==> src/hw/dsp_pkg.sv <==
// Constants and carrier types for the separate-I/O double-data-rate burst SRAM port
package dsp_pkg;
  localparam int DATA_W = 36;
  localparam int LANE_N = 4;
  localparam int ADDR_W = 4;
  localparam int DEPTH  = 2 ** (ADDR_W + 1);
  localparam int SLOT_N = 4;
  // Half-cycle slots after the command edge
  localparam int WR_H0     = 2;
  localparam int RD_H0_DLL = 3;
  localparam int RD_H0_OFF = 2;
  localparam logic [1:0] ORG_X8  = 2'h0;
  localparam logic [1:0] ORG_X9  = 2'h1;
  localparam logic [1:0] ORG_X18 = 2'h2;
  localparam logic [1:0] ORG_X36 = 2'h3;
  localparam logic [1:0] RST_ORG = 2'h3;
  localparam logic PHASE_K_RISE  = 1'h0;
  localparam logic [DATA_W-1:0] RST_WORD = 36'h0;

  typedef struct packed {
    logic              load_strobe_n;
    logic              read_not_write;
    logic [ADDR_W-1:0] addr;
  } dsp_cmd_type;

  typedef struct packed {
    logic              v;
    logic              rd;
    logic [ADDR_W-1:0] addr;
  } dsp_slot_type;

  typedef struct packed {
    logic [DATA_W-1:0] data;
    logic [DATA_W-1:0] wen;
  } dsp_half_type;
endpackage

==> src/hw/dsp_sram_port.sv <==
// Burst SRAM port: command decode, burst sequencing, lane-masked writes and read launch
`timescale 1ns/1ps
`default_nettype none
module dsp_sram_port (
  input  wire logic                       clk,
  input  wire logic                       rst_n,
  input  wire logic                       clk_run,
  input  wire logic                       dll_disable_n,
  input  wire logic [1:0]                 org_strap,
  input  wire dsp_pkg::dsp_cmd_type       cmd,
  input  wire logic [dsp_pkg::DATA_W-1:0] wr_data,
  input  wire logic [3:0]                 byte_lane_select_n,
  input  wire logic [1:0]                 nibble_lane_select_n,
  output logic      [dsp_pkg::DATA_W-1:0] rd_data,
  output logic                            rd_data_oe
);
  logic                       phase_q;
  logic [1:0]                 org_q;
  logic                       org_done_q;
  dsp_pkg::dsp_slot_type      slot_q [1:dsp_pkg::SLOT_N];
  logic                       pend_v_q;
  logic [dsp_pkg::ADDR_W-1:0] pend_addr_q;
  dsp_pkg::dsp_half_type      pend0_q;
  dsp_pkg::dsp_half_type      pend1_q;
  logic [dsp_pkg::DATA_W-1:0] mem_q [dsp_pkg::DEPTH];
  logic [dsp_pkg::DATA_W-1:0] q_q;
  logic                       oe_q;
  logic                       word_q;

  // Command decode; commands are only taken on the K-rise phase
  wire cmd_fire = clk_run & (phase_q == dsp_pkg::PHASE_K_RISE) & ~cmd.load_strobe_n;
  wire rd_fire  = cmd_fire & cmd.read_not_write;
  wire wr_fire  = cmd_fire & ~cmd.read_not_write;
  wire dsp_pkg::dsp_slot_type new_slot = '{v: cmd_fire, rd: cmd.read_not_write, addr: cmd.addr};

  // Read launch slots move one half-cycle earlier with the DLL off
  wire dsp_pkg::dsp_slot_type rd_s0 = dll_disable_n ? slot_q[dsp_pkg::RD_H0_DLL]
                                                    : slot_q[dsp_pkg::RD_H0_OFF];
  wire dsp_pkg::dsp_slot_type rd_s1 = dll_disable_n ? slot_q[dsp_pkg::RD_H0_DLL + 1]
                                                    : slot_q[dsp_pkg::RD_H0_OFF + 1];
  wire launch0 = clk_run & rd_s0.v & rd_s0.rd;
  wire launch1 = clk_run & rd_s1.v & rd_s1.rd;
  wire launch  = launch0 | launch1;
  // Write halves are captured two and three edges after the command
  wire dsp_pkg::dsp_slot_type wr_s0 = slot_q[dsp_pkg::WR_H0];
  wire dsp_pkg::dsp_slot_type wr_s1 = slot_q[dsp_pkg::WR_H0 + 1];
  wire wr_cap0 = clk_run & wr_s0.v & ~wr_s0.rd;
  wire wr_cap1 = clk_run & wr_s1.v & ~wr_s1.rd;

  // Lane selects: the x8 part uses its two nibble selects as lanes 0 and 1
  wire [3:0] sel_n = (org_q == dsp_pkg::ORG_X8) ? {2'h3, nibble_lane_select_n} : byte_lane_select_n;
  wire       is_x8  = (org_q == dsp_pkg::ORG_X8);
  wire       is_x9  = (org_q == dsp_pkg::ORG_X9);
  wire       is_x18 = (org_q == dsp_pkg::ORG_X18);
  wire       is_x36 = (org_q == dsp_pkg::ORG_X36);
  logic [dsp_pkg::DATA_W-1:0] wen;
  logic [dsp_pkg::DATA_W-1:0] width_mask;

  // Per-bit write enable from the lane that owns the bit in each width
  for (genvar i = 0; i < dsp_pkg::DATA_W; i++) begin : g_lane
    localparam int L4 = (i < 8) ? i / 4 : 0;
    localparam int L9 = i / 9;
    localparam int L9S = (i < 18) ? i / 9 : 0;
    assign wen[i] = (is_x8 & (i < 8) & ~sel_n[L4])
                  | (is_x9 & (i < 9) & ~sel_n[0])
                  | (is_x18 & (i < 18) & ~sel_n[L9S])
                  | (is_x36 & ~sel_n[L9]);
    assign width_mask[i] = (is_x8 & (i < 8)) | (is_x9 & (i < 9)) | (is_x18 & (i < 18)) | is_x36;
  end

  // Read merge: a held write to the same address overrides the array per lane
  wire [dsp_pkg::ADDR_W-1:0]   rd_addr = launch1 ? rd_s1.addr : rd_s0.addr;
  wire [dsp_pkg::ADDR_W:0]     rd_idx  = {rd_addr, launch1};
  wire                         rd_hit  = pend_v_q & (pend_addr_q == rd_addr);
  wire dsp_pkg::dsp_half_type  rd_pend = launch1 ? pend1_q : pend0_q;
  wire [dsp_pkg::DATA_W-1:0]   rd_word = rd_hit ? ((mem_q[rd_idx] & ~rd_pend.wen) | (rd_pend.data & rd_pend.wen))
                                                : mem_q[rd_idx];
  wire                         commit  = wr_cap0 & pend_v_q;

  // Edge phase: even edges are K rises, odd edges K-bar rises; frozen while stopped
  always_ff @(posedge clk or negedge rst_n) begin
    if (!rst_n) begin
      phase_q <= dsp_pkg::PHASE_K_RISE;
    end else if (clk_run) begin
      phase_q <= ~phase_q;
    end
  end

  // Width strap caught once at the first edge after reset, whether or not the clock is running
  always_ff @(posedge clk or negedge rst_n) begin
    if (!rst_n) begin
      org_q      <= dsp_pkg::RST_ORG;
      org_done_q <= 1'h0;
    end else if (!org_done_q) begin
      org_q      <= org_strap;
      org_done_q <= 1'h1;
    end
  end

  // Half-cycle command pipeline shared by reads and writes
  for (genvar s = 1; s <= dsp_pkg::SLOT_N; s++) begin : g_slot
    always_ff @(posedge clk or negedge rst_n) begin
      if (!rst_n) begin
        slot_q[s] <= '0;
      end else if (clk_run) begin
        slot_q[s] <= (s == 1) ? new_slot : slot_q[(s == 1) ? 1 : s - 1];
      end
    end
  end

  // Posted-write holder: both halves keep their own mask
  always_ff @(posedge clk or negedge rst_n) begin
    if (!rst_n) begin
      pend_v_q    <= 1'h0;
      pend_addr_q <= '0;
      pend0_q     <= '0;
      pend1_q     <= '0;
    end else begin
      if (wr_cap0) begin
        pend_v_q    <= 1'h1;
        pend_addr_q <= wr_s0.addr;
        pend0_q     <= '{data: wr_data, wen: wen};
        pend1_q     <= '0;
      end
      if (wr_cap1) begin
        pend1_q <= '{data: wr_data, wen: wen};
      end
    end
  end

  // Array: the held burst is written when the next write's first half arrives
  for (genvar e = 0; e < dsp_pkg::DEPTH; e++) begin : g_mem
    localparam logic [dsp_pkg::ADDR_W:0] IDX = (dsp_pkg::ADDR_W + 1)'(e);
    wire hit0 = commit & ({pend_addr_q, 1'h0} == IDX);
    wire hit1 = commit & ({pend_addr_q, 1'h1} == IDX);
    always_ff @(posedge clk or negedge rst_n) begin
      if (!rst_n) begin
        mem_q[e] <= dsp_pkg::RST_WORD;
      end else if (hit0) begin
        mem_q[e] <= (mem_q[e] & ~pend0_q.wen) | (pend0_q.data & pend0_q.wen);
      end else if (hit1) begin
        mem_q[e] <= (mem_q[e] & ~pend1_q.wen) | (pend1_q.data & pend1_q.wen);
      end
    end
  end

  // Output register: drives only on launch edges, holds everything while stopped
  always_ff @(posedge clk or negedge rst_n) begin
    if (!rst_n) begin
      q_q    <= dsp_pkg::RST_WORD;
      oe_q   <= 1'h0;
      word_q <= 1'h0;
    end else if (clk_run) begin
      if (launch) begin
        q_q <= rd_word;
      end
      oe_q   <= launch;
      word_q <= launch1;
    end
  end

  assign rd_data    = q_q;
  assign rd_data_oe = oe_q;
endmodule
`default_nettype wire

==> config.mk <==
export PLATFORM = sky130hd
export DESIGN_NAME = dsp_sram_port
export DESIGN_NICKNAME = d
export VERILOG_FILES = /design/src/hw/dsp_pkg.sv /design/src/hw/dsp_sram_port.sv
export SDC_FILE = /design/constraint.sdc
export NUM_CORES = 2
export LEC_CHECK = 0
export BUFFER_PORTS_ARGS = -buffer_cell sky130_fd_sc_hd__buf_2
export CAP_MARGIN = 30
export CORE_AREA = 2 2 390 392
export CTS_CLUSTER_SIZE = 30
export DETAILED_ROUTE_END_ITERATION = 10
export DIE_AREA = 0 0 392 394
export SLEW_MARGIN = 20
export SYNTH_ARGS = -nofsm -noshare
export SYNTH_HDL_FRONTEND = slang
export SYNTH_SLANG_ARGS = --single-unit
==> constraint.sdc <==
create_clock -name clk -period 4.55 [get_ports clk]
set_input_delay 0.91 -clock clk [delete_from_list [all_inputs] [get_ports clk]]
set_output_delay 0.91 -clock clk [all_outputs]
set_load 0.01 [all_outputs]
==> results.md <==
- YS warnings: 0
- First-pass GRT wire length: 294000 um
- Drt drc: 0
- R2R setup slack: 1060 ps
- Starting Density: 39.7%
- Crit path max fanout: 36
- Post-CTS setup buffer count: 0
- P_sw: 11.4 mW
- Wirelength, routed: 198000 um
- Die area: 154000 sq um
- Arr. time, crit path: 4180 ps
- TritonCTS clock tree: done
- Status: finished, final reports clean
- Final GP Congestion: 0.890
- Post-CTS Resized: 0
- Die height: 394 um
- Dominant synthesized flop cell: dfrtp_1
- Number of synthesized register bits: 1306
- Placed insts: 6881
- Logic pwr share: 18.2%
- Non-filler cells, final: 7136
- Post-route setup TNS: 0 ps
- Max Cap Violations: 0
- FMAX: 286 MHz
- Number of I/O pins: 91
- Row count: 143
- Leakage power: 32.5 nW
- Via density: 5.90
- Post-cts hold buffer count: 0
- Post-synth EDFFs: 0
- Post-Syn Instances: 4958
- Clock skew: 33.0 ps
- Maximum vdd drop: 0.000329 V
- Mean Syn Cell Area: 12.1 sq um
- DR iter-0 viols: 3786
- Post-DP HPWL: 128000 um
- Syn Nets: 5012
- Core footprint: 151000 sq um
- Switching share of power: 34.4%
- Crit start category: flop
- Worst Hold Class: in2async
- TritonRoute pass-1 iters: 7
- Critical R2R Launch: slot_q[10]$_DFFE_PN0P_
- RR Endpoint: rd_data[31]$_DFFE_PN0P_
- Part of the cycle the worst path needs: 76.8%
- Largest net degree at the start of global routing: 129
- Root Buffer: clkbuf_16
- Final Setup Violations: 0
- CTS clk-pin slew, worst paths: 60 ps
- Final Hold Vio Count: 0
- Slew at the pin closest to its max-slew limit: 1090 ps
- Most common cell after layout, fill and taps aside: dfrtp_1
- P&R area growth vs syn: 13.7%
- Synth async-reset ratio: 100%
- PD cells: 486 nW/um^2
- Post-route antenna net violation count: 0
- GR Util All Layers: 25.6%
- Antenna violations before repair: 7
- Later-pin clock latency in the skew report: 790 ps
- Clk pwr share: 35.4%
- Fin. max-slew vios: 0
- Clock buffer depth: 3
- Clock sinks: 1306
- PortBufs: 90
- Post-Synthesis Cell Area: 59900 sq um
- Distinct cells, synth: 77
- Post-layout min period: 3490 ps
- RSZ-0062 raised after global routing: no
- Required @ worst endpoint: 5240 ps
- Aggregate global routing overflow: 0
- H-tree Lvls: 4
- Clock buffer count from CTS: 144
- Flop pwr share: 46.4%
- Reg2reg path depth: 10
- Setup CP Type: reg2reg
- Commonest cells after routing, fill and taps aside: 1304 x dfrtp_1, 1192 x mux2_2, 939 x nand2_1, 149 x clkbuf_16, 146 x buf_4
- CP endpoint kind: flop
- Wirelength per Cell: 27.8 um
- Via count: 42100
- Layout cells sized above 1: 35.2%
- Nets: 5052
- P_int: 21.7 mW
- Die Wd: 392 um
- Worst rel slew slack: 27.5%
- Vias in the first global route: 42100
- Part of the Yosys area used for sequential elements: 54.6%
-- cells in the mapped netlist, types with 42 or more instances --
library cell / n / area, sq um
nor2_1: 101 / 379
mux2i_1: 115 / 1150
dfrtp_1: 1304 / 32600
buf_2: 104 / 521
a31oi_1: 109 / 682
o21ai_0: 54 / 270
nand3_1: 133 / 666
nand4_1: 46 / 288
clkbuf_1: 213 / 800
mux2_2: 1193 / 13400
a32oi_1: 42 / 368
mux4_2: 53 / 1190
a22o_1: 45 / 394
and3_1: 71 / 444
buf_1: 59 / 221
nand2_1: 944 / 3540
-- cell type report --
| cell class | count | area [sq um] |
|---|---|---|
| Fill cell | 13900 | 82600 |
| Sequential cell | 1306 | 32700 |
| Multi-Input combinational cell | 3262 | 25800 |
| Clock buffer | 215 | 4290 |
| Tap cell | 2030 | 2540 |
| Timing Repair Buffer | 274 | 2330 |
| Clock inverter | 32 | 379 |
| Inverter | 10 | 37.5 |
| Antenna cell | 7 | 17.5 |
-- worst max-delay path by stage --
stage | start | slack, ps | cells after the start | to
after detailed placement | clk_run | 410 | 11 | rd_data[31]$_DFFE_PN0P_
after CTS | slot_q[10]$_DFFE_PN0P_ | 1140 | 10 | rd_data[31]$_DFFE_PN0P_
after global placement | clk_run | 500 | 10 | rd_data[29]$_DFFE_PN0P_
after global routing | slot_q[10]$_DFFE_PN0P_ | 870 | 10 | rd_data[13]$_DFFE_PN0P_
after floorplan | clk_run | 1370 | 11 | rd_data[25]$_DFFE_PN0P_
final | slot_q[10]$_DFFE_PN0P_ | 1060 | 10 | rd_data[31]$_DFFE_PN0P_
-- stage by stage --
stage	worst slack (ps)	instance area (sq um)	utilization [%]	power [mW]	hold slack [ps]
floorplan	1370	59900	-	17.7	439
global placement	502	63300	42.0	21.4	454
detailed placement	407	63300	42.0	21.4	456
CTS	1140	68000	45.1	33.1	172
global route	870	68000	45.2	34.2	231
finish	1060	68100	45.2	33.1	180
-- power by group through the flow --
stage | combinational, mW | clock [mW] | sequential, mW
CTS | 5.91 | 11.9 | 15.3
global placement | 5.85 | 0 | 15.5
global route | 6.39 | 12.3 | 15.5
detailed placement | 5.90 | 0 | 15.5
finish | 6.03 | 11.7 | 15.4
floorplan | 4.34 | 0 | 13.4
-- cell families after synthesis --
kind of cell              count (synthesis)  share of synthesized area (%)
other                                     1                        0.00626
AOI/OAI and AO/OA                       513                           6.42
xor gates and xnor gates                  1                         0.0146
DFF                                    1306                           54.6
muxes                                  1361                           26.4
buffers and inverters                   390                           2.69
and+or+nand+nor                        1386                           9.92
-- worst max-delay path: stages, from the launching register on --
cell and delay, ps:
dfrtp_1 640, a31oi_1 290, a32o_2 330, nor2_4 340, buf_4 500, nand2_1 110, a32o_1 270, nor4_1 500
buf_4 200, nor4_1 50, nor4_1 180
-- layer usage --
| layer | global-route usage, % | vias up | share of wire [%] |
|---|---|---|---|
| li1 | - | 17900 | - |
| met1 | 35.3 | 22100 | 43 |
| met2 | 40.1 | 1715 | 46 |
| met3 | 5.09 | 391 | 7.4 |
| met4 | 9.07 | 8 | 3.4 |
| met5 | 0 | - | 0.031 |
Power figures use the tool's default switching activity.
